$ cat src/sms_pkg.sv
// ============================================================
// shared constants and types of the switch mode selector
package sms_pkg;
  // clock and slow tick
  localparam int CLK_HZ = 20000000; // system clock rate
  localparam int TICK_MS = 10; // slow tick period in ms
  localparam int TICK_CYC = CLK_HZ / 1000 * TICK_MS; // cycles per tick
  localparam int PULSE_MIN_MS = 250; // least supervisory pulse width in ms
  localparam int PULSE_TICKS = (PULSE_MIN_MS + TICK_MS - 1) / TICK_MS; // rounded up
  localparam logic [4:0] PULSE_TICKS_C = 5'(PULSE_TICKS);

  // event recorder type codes
  localparam logic [4:0] EVT_FAULT_TARGET = 5'h0e; // 14
  localparam logic [4:0] EVT_SWITCH_MODE = 5'h0f; // 15
  localparam logic [4:0] EVT_RECLOSER_MODE = 5'h10; // 16

  // register byte offsets
  localparam logic [7:0] OFS_CTRL = 8'h00;
  localparam logic [7:0] OFS_DELAY = 8'h04;
  localparam logic [7:0] OFS_STATUS = 8'h08;
  localparam logic [7:0] OFS_CMD = 8'h0c;
  localparam logic [7:0] OFS_IRQ_STAT = 8'h10;
  localparam logic [7:0] OFS_IRQ_CLR = 8'h14;
  localparam logic [7:0] OFS_IRQ_EN = 8'h18;

  // control register fields
  localparam int CTRL_MOMENTARY = 0;
  localparam int CTRL_SERIAL_SW = 1;
  localparam int CTRL_AUTO_RESET = 2;
  localparam int CTRL_SECONDARY = 3;
  localparam int CTRL_NON_RECLOSE = 4;
  localparam int CTRL_W = 5;
  localparam logic [CTRL_W-1:0] CTRL_RST = 5'h00;
  localparam logic [15:0] DELAY_RST = 16'h01f4; // 5 s in ticks
  localparam int CMD_TARGET_RESET = 0;

  // interrupt status fields
  localparam int IRQ_ENTER_SWITCH = 0;
  localparam int IRQ_ENTER_RECLOSER = 1;
  localparam int IRQ_FAULT_TARGET = 2;
  localparam int IRQ_W = 3;
  localparam logic [IRQ_W-1:0] IRQ_RST = 3'h0;

  // status register fields
  localparam int ST_SWITCH = 0;
  localparam int ST_SUPER_REQ = 1;
  localparam int ST_TARGET = 2;
  localparam int ST_SEQ_LO = 4;
  localparam int ST_NR_OUT = 6;

  // event handed to the recorder
  typedef struct packed {
    logic valid; // one-cycle pulse
    logic [4:0] kind; // type code
  } sms_event_t;

  // fault sensing from the curve evaluation
  typedef struct packed {
    logic overcurrent; // pickup exceeded
    logic exceedPrimary; // primary_time_current_curve timed out
    logic exceedSecondary; // secondary_time_current_curve timed out
  } sms_fault_t;

  // resolved mode
  typedef enum logic [0:0] {
    MODE_RECLOSER = 1'b0,
    MODE_SWITCH = 1'b1
  } sms_mode_t;
endpackage : sms_pkg

$ cat src/sms_switch_mode_selector.sv
// Behaviour
// - switch mode indicates overcurrent, never trips
// - level option: request follows supervisory voltage
// - momentary option: each valid pulse toggles request
// - pulses under quarter second are ignored
// - serial command also selects switch mode
// - status contact closed in switch mode
// - changeover contact closed in recloser mode
// - switch mode fault past curve logs 14
// - entering switch mode logs event 15
// - entering recloser mode logs event 16
// - target sensing, curve choice in both modes
// - auto target reset enable plus delay
// - serial or supervisory non-reclose clears targets
// - switch mode target holds sequence at one
// - target reset returns sequence to zero
// - non-reclose contact forced off in switch mode
// - recloser mode restores prior non-reclose state
// - mode is panel, serial or enabled supervisory request
//
// Design decisions made here: the APB register port and the address map.
`timescale 1ns/1ps
`default_nettype none
module sms_switch_mode_selector
  import sms_pkg::*;
#(
  parameter int TICK_CYCLES = TICK_CYC // shorten in simulation
)(
  // clock and reset
  input wire logic clk_sys,
  input wire logic reset,
  // apb slave
  input wire logic psel,
  input wire logic penable,
  input wire logic pwrite,
  input wire logic [7:0] paddr,
  input wire logic [31:0] pwdata,
  output logic [31:0] prdata,
  output logic pready,
  output logic pslverr,
  // front panel and supervisory inputs
  input wire logic panelSwitchMode,
  input wire logic panelSupervisoryOn,
  input wire logic supervisoryIn,
  input wire logic supervisoryNonReclose,
  // fault sensing
  input wire sms_fault_t fault,
  // outputs to the field
  output logic tripOut,
  output logic overcurrentInd,
  output logic switchContact,
  output logic changeoverContact,
  output logic nonRecloseContact,
  output logic targetInd,
  output logic [1:0] seqPos,
  output sms_event_t eventOut,
  output logic irq
);

  // ==========================================================
  // register bus decode
  wire logic setupPhase = psel & ~penable; // address valid, before access
  wire logic accessWr = psel & penable & pwrite; // write takes effect here
  wire logic hitCtrl = (paddr == OFS_CTRL);
  wire logic hitDelay = (paddr == OFS_DELAY);
  wire logic hitStatus = (paddr == OFS_STATUS);
  wire logic hitCmd = (paddr == OFS_CMD);
  wire logic hitIrqStat = (paddr == OFS_IRQ_STAT);
  wire logic hitIrqClr = (paddr == OFS_IRQ_CLR);
  wire logic hitIrqEn = (paddr == OFS_IRQ_EN);
  wire logic hitAny = hitCtrl | hitDelay | hitStatus | hitCmd | hitIrqStat | hitIrqClr | hitIrqEn;
  wire logic wrCtrl = accessWr & hitCtrl;
  wire logic wrDelay = accessWr & hitDelay;
  wire logic wrCmd = accessWr & hitCmd;
  wire logic wrIrqClr = accessWr & hitIrqClr;
  wire logic wrIrqEn = accessWr & hitIrqEn;

  // software registers
  logic [CTRL_W-1:0] ctrl_q; // mode options and serial requests
  logic [15:0] delay_q; // auto reset delay in ticks
  logic [IRQ_W-1:0] irqEn_q; // interrupt enables
  logic [IRQ_W-1:0] irqStat_q; // sticky event bits
  logic [IRQ_W-1:0] irqStat_d;
  logic [31:0] prdata_q; // read data captured in setup
  logic pslverr_q; // error flag captured in setup

  // ==========================================================
  // slow tick
  logic [17:0] tickCnt_q; // cycle counter inside a tick
  wire logic tick = (tickCnt_q == 18'(TICK_CYCLES - 1));

  // a free running tick keeps all slow timing on one shared divider
  always_ff @(posedge clk_sys)
  begin
    if (reset || tick)
      tickCnt_q <= 18'h00000;
    else
      tickCnt_q <= tickCnt_q + 18'h00001;
  end

  // ==========================================================
  // supervisory input qualification
  logic supMeta_q; // first synchroniser stage, read only by the second
  logic supSync_q; // second synchroniser stage
  logic [4:0] widthCnt_q; // ticks seen while the pulse is high
  logic pulseDone_q; // pulse already counted
  logic superReq_q; // toggled supervisory request

  // two flip-flop synchroniser
  always_ff @(posedge clk_sys)
  begin
    if (reset)
    begin
      supMeta_q <= 1'b0;
      supSync_q <= 1'b0;
    end
    else
    begin
      supMeta_q <= supervisoryIn;
      supSync_q <= supMeta_q;
    end
  end

  // width reaches the minimum once per pulse; shorter ones never reach it
  wire logic widthMet = (widthCnt_q >= PULSE_TICKS_C);
  wire logic pulseQual = widthMet & ~pulseDone_q & supSync_q;

  // width counter, cleared whenever the input drops
  always_ff @(posedge clk_sys)
  begin
    if (reset || !supSync_q)
    begin
      widthCnt_q <= 5'h00;
      pulseDone_q <= 1'b0;
    end
    else
    begin
      if (tick && !widthMet)
        widthCnt_q <= widthCnt_q + 5'h01;
      if (pulseQual)
        pulseDone_q <= 1'b1;
    end
  end

  // momentary request toggles on each qualified pulse
  always_ff @(posedge clk_sys)
  begin
    if (reset)
      superReq_q <= 1'b0;
    else if (pulseQual)
      superReq_q <= ~superReq_q;
  end

  // level option follows the input directly, momentary uses the toggle
  wire logic superMode = ctrl_q[CTRL_MOMENTARY] ? superReq_q : supSync_q;

  // ==========================================================
  // mode resolution
  wire logic superSwitch = panelSupervisoryOn & superMode;
  wire sms_mode_t modeNext = (panelSwitchMode | superSwitch | ctrl_q[CTRL_SERIAL_SW]) ?
                             MODE_SWITCH : MODE_RECLOSER;
  sms_mode_t mode_q; // resolved mode
  wire logic inSwitch = (mode_q == MODE_SWITCH);
  wire logic enterSwitch = (modeNext == MODE_SWITCH) & ~inSwitch;
  wire logic enterRecloser = (modeNext == MODE_RECLOSER) & inSwitch;

  // mode register; starts in recloser mode
  always_ff @(posedge clk_sys)
  begin
    if (reset)
      mode_q <= MODE_RECLOSER;
    else
      mode_q <= modeNext;
  end

  // ==========================================================
  // fault sensing, targets and sequence position
  wire logic exceedSel = ctrl_q[CTRL_SECONDARY] ? fault.exceedSecondary : fault.exceedPrimary;
  logic exceedPrev_q; // edge detect on the selected curve
  wire logic exceedRise = exceedSel & ~exceedPrev_q;
  wire logic faultTarget = exceedRise & inSwitch;
  logic target_q; // target indicator latched
  logic [15:0] resetCnt_q; // ticks since target set
  wire logic autoReset = ctrl_q[CTRL_AUTO_RESET] & target_q & tick & (resetCnt_q >= delay_q);
  wire logic targetReset = autoReset | (wrCmd & pwdata[CMD_TARGET_RESET]) | supervisoryNonReclose;
  logic [1:0] seq_q; // operation sequence position

  // previous exceed level
  always_ff @(posedge clk_sys)
  begin
    if (reset)
      exceedPrev_q <= 1'b0;
    else
      exceedPrev_q <= exceedSel;
  end

  // targets latch in either mode; a new fault wins over a reset
  always_ff @(posedge clk_sys)
  begin
    if (reset)
      target_q <= 1'b0;
    else if (exceedRise)
      target_q <= 1'b1;
    else if (targetReset)
      target_q <= 1'b0;
  end

  // auto reset delay counts ticks from the last fault
  always_ff @(posedge clk_sys)
  begin
    if (reset || exceedRise || !target_q)
      resetCnt_q <= 16'h0000;
    else if (tick && resetCnt_q != 16'hffff)
      resetCnt_q <= resetCnt_q + 16'h0001;
  end

  // sequence stays at one during switch mode targets, zero on reset
  always_ff @(posedge clk_sys)
  begin
    if (reset)
      seq_q <= 2'h0;
    else if (faultTarget)
      seq_q <= 2'h1;
    else if (targetReset && !exceedRise)
      seq_q <= 2'h0;
  end

  // ==========================================================
  // non-reclose state save and restore
  logic nrSaved_q; // state held before switch mode
  logic nrOut_q; // contact drive

  // capture on entry so software writes to the non-reclose bit during switch mode are undone
  always_ff @(posedge clk_sys)
  begin
    if (reset)
      nrSaved_q <= 1'b0;
    else if (enterSwitch)
      nrSaved_q <= ctrl_q[CTRL_NON_RECLOSE];
  end

  // contact forced open in switch mode
  always_ff @(posedge clk_sys)
  begin
    if (reset)
      nrOut_q <= 1'b0;
    else
      nrOut_q <= ctrl_q[CTRL_NON_RECLOSE] & (modeNext == MODE_RECLOSER);
  end

  // ==========================================================
  // event pulse to the recorder
  sms_event_t event_q;

  // mode changes outrank a fault in the same cycle; that fault still sets its irq bit
  always_ff @(posedge clk_sys)
  begin
    if (reset)
      event_q <= '{valid: 1'b0, kind: 5'h00};
    else if (enterSwitch)
      event_q <= '{valid: 1'b1, kind: EVT_SWITCH_MODE};
    else if (enterRecloser)
      event_q <= '{valid: 1'b1, kind: EVT_RECLOSER_MODE};
    else if (faultTarget)
      event_q <= '{valid: 1'b1, kind: EVT_FAULT_TARGET};
    else
      event_q <= '{valid: 1'b0, kind: event_q.kind};
  end

  // ==========================================================
  // control registers
  wire logic [CTRL_W-1:0] ctrlWr = pwdata[CTRL_W-1:0];

  // control word; non-reclose bit restored on return to recloser mode
  always_ff @(posedge clk_sys)
  begin
    if (reset)
      ctrl_q <= CTRL_RST;
    else if (enterRecloser)
      ctrl_q <= {nrSaved_q, (wrCtrl ? ctrlWr[CTRL_NON_RECLOSE-1:0] : ctrl_q[CTRL_NON_RECLOSE-1:0])};
    else if (wrCtrl)
      ctrl_q <= ctrlWr;
  end

  // delay and enables
  always_ff @(posedge clk_sys)
  begin
    if (reset)
    begin
      delay_q <= DELAY_RST;
      irqEn_q <= IRQ_RST;
    end
    else
    begin
      if (wrDelay)
        delay_q <= pwdata[15:0];
      if (wrIrqEn)
        irqEn_q <= pwdata[IRQ_W-1:0];
    end
  end

  // sticky events: a set in the clearing cycle survives
  wire logic [IRQ_W-1:0] irqSet = {faultTarget, enterRecloser, enterSwitch};
  wire logic [IRQ_W-1:0] irqClr = wrIrqClr ? pwdata[IRQ_W-1:0] : IRQ_RST;
  assign irqStat_d = (irqStat_q & ~irqClr) | irqSet;

  always_ff @(posedge clk_sys)
  begin
    if (reset)
      irqStat_q <= IRQ_RST;
    else
      irqStat_q <= irqStat_d;
  end

  // ==========================================================
  // read path, captured in setup so the access phase has no wait
  logic [31:0] statusWord;
  always_comb
  begin
    statusWord = 32'h00000000;
    statusWord[ST_SWITCH] = inSwitch;
    statusWord[ST_SUPER_REQ] = superMode;
    statusWord[ST_TARGET] = target_q;
    statusWord[ST_SEQ_LO +: 2] = seq_q;
    statusWord[ST_NR_OUT] = nrOut_q;
  end

  wire logic [31:0] readMux =
    hitCtrl ? {27'h0000000, ctrl_q} :
    hitDelay ? {16'h0000, delay_q} :
    hitStatus ? statusWord :
    hitIrqStat ? {29'h00000000, irqStat_q} :
    hitIrqEn ? {29'h00000000, irqEn_q} : 32'h00000000;

  // write-only and unmapped reads return zero
  always_ff @(posedge clk_sys)
  begin
    if (reset)
    begin
      prdata_q <= 32'h00000000;
      pslverr_q <= 1'b0;
    end
    else if (setupPhase)
    begin
      prdata_q <= pwrite ? 32'h00000000 : readMux;
      pslverr_q <= ~hitAny;
    end
  end

  // ==========================================================
  // outputs
  assign prdata = prdata_q;
  assign pready = 1'b1;
  assign pslverr = pslverr_q & psel & penable;
  // trip only through the selected curve and only in recloser mode
  assign tripOut = exceedSel & ~inSwitch;
  assign overcurrentInd = fault.overcurrent;
  assign switchContact = inSwitch;
  assign changeoverContact = ~inSwitch;
  assign nonRecloseContact = nrOut_q;
  assign targetInd = target_q;
  assign seqPos = seq_q;
  assign eventOut = event_q;
  assign irq = |(irqStat_q & irqEn_q);

endmodule : sms_switch_mode_selector
`default_nettype wire

$ cat config.mk
export PLATFORM = sky130hd
export DESIGN_NAME = sms_switch_mode_selector
export DESIGN_NICKNAME = d
export VERILOG_FILES = /design/src/sms_pkg.sv /design/src/sms_switch_mode_selector.sv
export SDC_FILE = /design/constraint.sdc
export NUM_CORES = 1
export LEC_CHECK = 0
export CORE_ASPECT_RATIO = 1.5
export CORE_MARGIN = 2
export CORE_UTILIZATION = 59
export CTS_BUF_LIST = sky130_fd_sc_hd__clkbuf_4
export CTS_CLUSTER_SIZE = 20
export DETAILED_ROUTE_END_ITERATION = 10
export DONT_BUFFER_PORTS = 1
export PLACE_DENSITY = 0.77
export SKIP_CTS_REPAIR_TIMING = 1
export SLEW_MARGIN = 10
export SYNTH_ARGS = -nofsm -noshare
export SYNTH_HDL_FRONTEND = slang
export SYNTH_SLANG_ARGS = --single-unit
$ cat constraint.sdc
create_clock -name clk_sys -period 2.1 [get_ports clk_sys]
set_input_delay 0.315 -clock clk_sys [delete_from_list [all_inputs] [get_ports clk_sys]]
set_output_delay 0.315 -clock clk_sys [all_outputs]
set_load 0.005 [all_outputs]
; After elaboration in Yosys (flattened, before gate mapping)
; Cells that the tools add are included.
[classes]
add_sub_neg = 3
order_cmp = 2
n_eq_ne = 8
n_mux = 20
n_bitwise = 44
reduce_logical = 19
[ops]
columns = cell, count
row1 = 16-bit two-way mux, 3
row2 = 8-bit by 5-bit == test with 1-bit output (second input constant), 3
row3 = 1-bit bitwise AND, 23
row4 = 18-bit by 1-bit adder with 18-bit output (second input constant), 1
row5 = 18-bit == test (second input constant), 1
row6 = 6-bit two-way mux, 3
row7 = 16-bit by 1-bit adder with 16-bit output (second input constant), 1
row8 = 8-bit by 4-bit == test with 1-bit output (second input constant), 2
row9 = 16-bit greater-or-equal comparator, 1
row10 = 16-bit != test (second input constant), 1
row11 = 5-bit two-way mux, 2
row12 = 1-bit OR, 10
row13 = 3-bit two-way mux, 3
row14 = 8-bit by 3-bit == test with 1-bit output (second input constant), 1
row15 = 8-bit zero test, 1
row16 = 2-bit nonzero test, 4
row17 = 1-bit two-way mux, 7
row18 = 7-bit two-way mux, 1
row19 = 1-bit NOT, 7
row20 = 3-bit bitwise AND, 2
row21 = 5-bit by 1-bit adder with 5-bit output (second input constant), 1
row22 = 5-bit greater-or-equal comparator (second input constant), 1
row23 = 1-bit zero test, 4
row24 = 1-bit logical OR, 4
row25 = other kinds (7), 9
[totals]
regBits = 115
word_cells = 119

; Logic depth before layout (Yosys ltp)
; Gate-level depths: netlist of run 1.
[logic_depth]
ltp_word = 9
depth_mapped = 9
ltp_nobuf = 7

; Worst setup path before layout of run 1
; No wires, ideal clock.
[synth_timing]
kind = register to register
start = register tickCnt_q[15]
end = register resetCnt_q[5]
arrival_time_ns = 2.060
required_ns = 2.030
setup_slack_ns = -0.031
stages_incl_launch_ff = 7
n_path_buf = 1
period_less_slack_ns = 2.131
cell_sequence = dfxtp_1 > or4_4 > nor4_4 > o211ai_2 > buf_6 > or3_1 > a21oi_1
[synth_between]
elab_chain_cells = 2
[synth_lines]
columns = element, line
row1 = start: declaration, sms_switch_mode_selector.sv:89  ; logic [17:0] tickCnt_q;
row2 = start signal: assignment, sms_switch_mode_selector.sv:98  ; tickCnt_q <= tickCnt_q + 18'h00001;
row3 = 18-bit == test, sms_switch_mode_selector.sv:90  ; wire logic tick = (tickCnt_q == 18'(TICK_CYCLES - 1));
row4 = 1-bit logical AND, sms_switch_mode_selector.sv:213  ; else if (tick && resetCnt_q != 16'hffff)
row5 = end signal: assignment, sms_switch_mode_selector.sv:214  ; resetCnt_q <= resetCnt_q + 16'h0001;
row6 = end: declaration, sms_switch_mode_selector.sv:183  ; logic [15:0] resetCnt_q;
; No other way between the ends.
; A chain may end at the register's enable or synchronous reset.

; Worst setup path in the final report of run 1
[layout_timing]
start = register tickCnt_q[14]
end = register resetCnt_q[8]
; The elaborated chain is that of the path after synthesis.

==> results of run 1 <==
[power by group through the flow]
| stage | Combinational (mW) | Clock, mW | Sequential, mW |
|---|---|---|---|
| final | 0.171 | 0.909 | 1.89 |
| after global routing | 0.189 | 1.00 | 1.90 |
| after CTS | 0.131 | 0.934 | 1.89 |
| after detailed placement | 0.131 | 0 | 1.93 |
| after global placement | 0.125 | 0 | 1.93 |
| after floorplan | 0.145 | 0 | 1.92 |
[state kept, by name, summed over array words and instances (netlist names)]
| register | count |
|---|---|
| eventOut | 4 |
| pslverr_q | 1 |
| tickCnt_q | 18 |
| resetCnt_q | 16 |
| superReq_q | 1 |
| ctrl_q | 5 |
| switchContact | 1 |
| widthCnt_q | 5 |
| targetInd | 1 |
| nrSaved_q | 1 |
| supMeta_q | 1 |
| delay_q | 16 |
| seqPos | 1 |
| nonRecloseContact | 1 |
| prdata | 16 |
| exceedPrev_q | 1 |
| irqEn_q | 3 |
| pulseDone_q | 1 |
| irqStat_q | 3 |
| supSync_q | 1 |
[critical path: stages, from the launching register on]
cell and delay [ns]:
dfxtp_2 0.35, or4_4 0.54, nor4_4 0.28, buf_6 0.17
nand3_2 0.12, or4_1 0.42, a21oi_1 0.14
[worst max-delay path by stage]
stage                  startpoint             end  slack, ns  depth (start not counted)
floorplan                paddr[1]       ctrl_q[4]       0.06                          5
global placement    tickCnt_q[15]  resetCnt_q[15]       0.05                          5
detailed placement  tickCnt_q[15]  resetCnt_q[15]       0.04                          5
CTS                 tickCnt_q[15]  resetCnt_q[15]     -0.004                          5
global route        tickCnt_q[14]   resetCnt_q[8]      -0.07                          6
finish              tickCnt_q[14]   resetCnt_q[8]      0.004                          6
[cell families after synthesis]
kind of cell             count (synthesis)  share of synthesized area (%)
flip-flops                              97                           41.0
multiplexers                            14                           3.04
adder cells (fa/ha/maj)                 22                           5.82
AO/OA/AOI/OAI                          111                           14.7
buffers and inverters                   76                           7.90
other                                    2                          0.159
AND/OR/NAND/NOR                        222                           23.6
XOR/XNOR                                20                           3.70
[stage by stage]
step | total power, mW | worst slack (ns) | cells | TNS [ns]
after floorplan | 2.07 | 0.0637 | 580 | 0
after global placement | 2.06 | 0.0533 | 665 | 0
after detailed placement | 2.06 | 0.0374 | 665 | 0
after CTS | 2.96 | -0.00360 | 681 | -0.00668
after global routing | 3.09 | -0.0702 | 699 | -1.08
final | 2.97 | 0.00405 | 699 | 0
[layer usage]
layer / up-vias / routed length (µm)
met4: 0 / 389
met1: 1930 / 4150
met3: 31 / 635
met2: 124 / 5720
met5: - / 0
li1: 2004 / -
[layout make-up]
cell class | count | area (µm²) | share of cell area, %
multi-input cells | 408 | 2530 | 48.5
flip-flops and latches | 97 | 1940 | 37.3
repair buffers | 40 | 364 | 6.99
well taps | 105 | 131 | 2.52
inverters | 33 | 124 | 2.38
clock buffers | 9 | 67.6 | 1.30
clock inverters | 7 | 53.8 | 1.03
[cells in the mapped netlist, types with 3 or more instances]
library cell   n
dfxtp_1       97
nor2_1        63
nand2_1       53
a21oi_1       46
inv_1         33
ha_1          22
buf_4         21
nand3_1       20
clkbuf_1      18
o21ai_0       15
or3_1         14
nand4_1       13
nor3_1        13
xnor2_1       13
mux2i_1       11
a22oi_1       10
and3_1        10
o211ai_1       7
xor2_1         7
and4_1         6
and2_1         5
nand2b_1       5
o21ai_1        5
a211oi_1       4
a32oi_1        4
o31ai_1        4
or4_1          4
a31oi_1        3
mux2_2         3
nor2b_1        3
==> run_results.csv, run 1 <==
group,metric,value,unit
floorplan,io_pins,101,
power_and_ir_drop,power_density,570,nW/µm²
worst_hold_path,hold_depth,2,
global_route,antenna_found_initial,0,
worst_hold_path,worstHoldStart,"pwdata[1]",
finish,nets,663,
route,routed_wire_length_per_instance,15.6,µm
sta,min_period_over_period,99.8,%
clock_network,cts_tree,"yes",
finish,final_core_util,65.9,%
synth,ys_async_sr_fraction,0,%
clock_network,clkSlewWorstSetupHoldPaths,0.15,ns
route,vias,4089,
route,dr.pass1.iters,4,
global_route,met2_usage,43.8,%
floorplan,start_util,59.9,%
clock_network,insertion_delay,0.46,ns
finish,nFillCells,671,
synth,synth_top_area_share,41.0,%
route,vias_per_cell,5.85,
critical_path,r2r_end,"resetCnt_q[8]",
synth,synth_enable_flop_cells,0,
critical_path,cp_data_arrival_time,2.49,ns
sta,finalSetupViolCount,0,
sta,fmax,477,MHz
floorplan,fp.dieH,114,µm
sta,hold_ws,0.00316,ns
route,drcViolationCount,0,
route,antenna_left,0,
clock_network,clockRootBuffer,"clkbuf_4",
global_route,grt_first_pass_wirelength,17000,µm
power_and_ir_drop,net-switching-power,0.783,mW
global_route,grt_pass1_vias,3845,
finish,area_growth,10.1,%
synth,synth_area_leaders,"dfxtp_1, ha_1, nor2_1",
global_route,grt_max_degree,50,
synth,synth_area_per_cell,8.39,µm²
synth,synth_ff_type,"dfxtp_1",
run_status,status,"completed",
critical_path,worst-path-max-fanout,5,
power_and_ir_drop,pwr-share-comb,5.8,%
sta,hold_viol_final,0,
global_route,track_usage,24.1,%
synth,yosysTopAreaCell,"dfxtp_1",
global_route,grt_overflow_total,0,
critical_path,worstSetupEndpointType,"flip-flop",
critical_path,r2r_start,"tickCnt_q[14]",
global_route,grt_busiest_layer,"met2",
floorplan,die_area,8770,µm²
sta,rsz0062_at_grt,"yes",
global_route,use_met3,4.67,%
finish,n_antenna_cell,0,
clock_network,cts_max_level,3,
worst_hold_path,worstHoldEndpoint,"ctrl_q[1]",
run,max_cap_violations,0,
finish,drive_gt1_share,9.93,%
sta,clock_skew,0.0199,ns
critical_path,critical_path.startpoint_type,"flip-flop",
sta,post-route-min-period,2.10,ns
floorplan,row_count,40,
finish,final_cell_mix,"dfxtp_1, nor2_1, nand2_1, a21oi_1, inv_1",
clock_network,cts_made_buffers,9,
global_route,use_met1,25.7,%
synth,ys_seq_area_share,41.0,%
floorplan,coreArea,7910,µm²
placement,portBuffers,0,
critical_path,required,2.49,ns
clock_network,clock_sinks,97,
route,drt_iter0_drc,227,
power_and_ir_drop,peakVddDrop,0.406,mV
critical_path,rrSetupSlack,0.004,ns
power_and_ir_drop,power_frac_seq,63.6,%
synth,syn_area,4730,µm²
floorplan,die_w,77.1,µm
finish,fin_area,5210,µm²
power_and_ir_drop,p_int,2.19,mW
synth,yosys.cell_types.count,57,
sta,maxSlewViolCount,0,
placement,dpl-instance-area,4860,µm²
finish,final_common_cell,"dfxtp_1",
critical_path,crit_type,"reg2reg",
worst_hold_path,hold_path_class,"in2reg",
power_and_ir_drop,clkPwrFrac,30.6,%
synth,netlist_instances,564,
synth,ys_ff_latch,97,
placement,place.gp.congestion,0.873,
synth,yosys_warnings,0,
placement,post-dp-hpwl,7880,µm
clock_network,clockBufferDepth,2,
critical_path,r2r_cells,6,
power_and_ir_drop,swShare,26.3,%
route,drt_wl_total,10900,µm
power_and_ir_drop,p_leak,1.96,nW
Note: power is estimated with default switching activity, not from simulation.
==> run 2: changes to the inputs <==
--- a/config.mk
+++ b/config.mk
@@ -13,6 +13,7 @@
 export DETAILED_ROUTE_END_ITERATION = 10
 export DONT_BUFFER_PORTS = 1
 export PLACE_DENSITY = 0.77
+export REMOVE_ABC_BUFFERS = 1
 export SKIP_CTS_REPAIR_TIMING = 1
 export SLEW_MARGIN = 10
 export SYNTH_ARGS = -nofsm -noshare
==> run 2 against run 1 <==
  * Cell count unchanged
  * Via count up 1.0%
  * Hold slack about the same
  * Utilization down 0.14 points
  * Sequential cell count unchanged
  * Maximum frequency up 4.0%
  * Clock skew down 0.0011 ns
  * Sequential share of layout area about the same
  * Count of clock-buffer cells in the layout unchanged
  * Clock power up 6.5%
  * First-iteration DRC count up 43%
  * Largest power group unchanged
==> run_results.csv, run 2 (synthesized netlist as in run 1, its figures left out) <==
group,metric,value,unit
route,vias_per_cell,5.91,
power_and_ir_drop,power_density,584,nW/µm²
global_route,grt_overflow_total,0,
critical_path,crit_type,"reg2reg",
global_route,grt_first_pass_wirelength,17200,µm
finish,final_cell_mix,"dfxtp_1, nor2_1, nand2_1, a21oi_1, inv_1",
finish,ff_latch_area,1940,µm²
power_and_ir_drop,pwr-share-comb,5.8,%
finish,fin_cells,699,
finish,final_common_cell,"dfxtp_1",
critical_path,critical_path.startpoint_type,"flip-flop",
route,vias,4130,
power_and_ir_drop,power_frac_seq,62.3,%
finish,area_growth,9.86,%
finish,nets,663,
critical_path,worstSetupEndpointType,"flip-flop",
sta,hold_ws,0.00315,ns
route,drcViolationCount,0,
critical_path,required,2.50,ns
clock_network,cts_tree,"yes",
floorplan,io_pins,101,
floorplan,die_area,8770,µm²
power_and_ir_drop,net-switching-power,0.744,mW
sta,post-route-min-period,2.01,ns
floorplan,coreArea,7910,µm²
clock_network,clock_sinks,97,
clock_network,clkSlewWorstSetupHoldPaths,0.15,ns
critical_path,cp_data_arrival_time,2.41,ns
sta,max_slew_margin,65.7,%
run,max_cap_violations,0,
power_and_ir_drop,clkPwrFrac,31.9,%
floorplan,fp.dieH,114,µm
power_and_ir_drop,swShare,24.5,%
sta,finalSetupViolCount,0,
clock_network,cts_max_level,3,
finish,largest_register_ffs,18,
worst_hold_path,hold_path_class,"in2reg",
power_and_ir_drop,peakVddDrop,0.345,mV
critical_path,cp_slowest_cell,"or4_1",
placement,place.gp.congestion,0.858,
sta,worstMarginPinSlew,0.514,ns
global_route,grt_max_degree,50,
finish,nFillCells,684,
clock_network,cts_made_buffers,9,
finish,max_flop_register,"tickCnt_q",
floorplan,die_w,77.1,µm
sta,min_period_over_period,95.9,%
floorplan,start_util,59.9,%
floorplan,row_count,40,
route,routed_wire_length_per_instance,15.7,µm
clock_network,clockRootBuffer,"clkbuf_4",
critical_path,crit_chain,"nand4bb_1 > nor4_4 > buf_4 > nand3_2 > or4_1 > a21oi_1",
sta,fmax,496,MHz
placement,placed_cells,666,
critical_path,worst-path-max-fanout,7,
power_and_ir_drop,p_leak,1.97,nW
power_and_ir_drop,p_int,2.29,mW
route,dr.pass1.iters,5,
global_route,antenna_found_initial,0,
finish,multi_input_area,2500,µm²
run_status,status,"completed",
sta,tns,0,ns
placement,portBuffers,0,
clock_network,clockBufferDepth,2,
finish,drive_gt1_share,8.59,%
placement,post-dp-hpwl,7690,µm
sta,hold_viol_final,0,
clock_network,insertion_delay,0.46,ns
sta,clock_skew,0.0188,ns
finish,n_antenna_cell,0,
route,drt_wl_total,11000,µm
finish,final_core_util,65.8,%
critical_path,slowest_delay,0.43,ns
sta,maxSlewViolCount,0,
route,antenna_left,0,
route,drt_iter0_drc,325,
global_route,track_usage,24.1,%
global_route,grt_pass1_vias,3790,
## run 2: cell count changes in the layout (fill, tap and decap cells not counted), sizes merged
cell and change:
bufinv +1, clkinv +3, clkinvlp -2, dlygate4sd3 +1
inv -2, o2111ai -1
## run 2: cell type report
type | count | area share [%]
sequential | 97 | 37.3
tap | 105 | 2.53
inverter | 33 | 2.38
clock buffer | 9 | 1.30
multi-input combinational | 407 | 48.1
clock inverter | 7 | 1.18
timing repair buffer | 41 | 7.12
## run 2: worst paths after layout
| check | slack [ns] | to | depth (start not counted) | from |
|---|---|---|---|---|
| hold reg to reg | 0.46 | pulseDone_q | 2 | pulseDone_q |
| setup reg to reg | 0.09 | resetCnt_q[8] | 6 | tickCnt_q[6] |
| setup / recovery | 0.09 | resetCnt_q[8] | 6 | tickCnt_q[6] |
| hold / removal | 0.003 | ctrl_q[1] | 2 | pwdata[1] |
## run 2: critical path, delay by kind of cell, from the launching register on
| family | cells | cell delay (ns) |
|---|---|---|
| compound gates | 1 | 0.15 |
| buf+inv | 1 | 0.19 |
| simple gates | 4 | 1.23 |
| flops | 1 | 0.39 |
## run 2: through the flow
stage          instance area [µm²]  setup slack, ns  power (mW)
2_1_floorplan                 4540          -0.0339        2.01
3_3_place_gp                  4870          -0.0201        2.05
3_5_place_dp                  4870           -0.104        2.06
4_1_cts                       5000           -0.136        2.99
5_1_grt                       5200        -0.000405        3.15
6_report                      5200           0.0855        3.03
## run 2: power groups by stage
stage	registers (mW)	logic (mW)	clock network, mW
after floorplan	1.92	0.0913	0
after global placement	1.93	0.127	0
after detailed placement	1.93	0.131	0
after CTS	1.89	0.131	0.971
after global routing	1.89	0.196	1.06
final	1.89	0.177	0.968
## run 2: per-layer routing
layer | track usage [%] | routed length, µm
met1 | 26.8 | 4400
met2 | 42.8 | 5650
met3 | 6.25 | 627
met4 | 10.7 | 316
met5 | 0 | 0
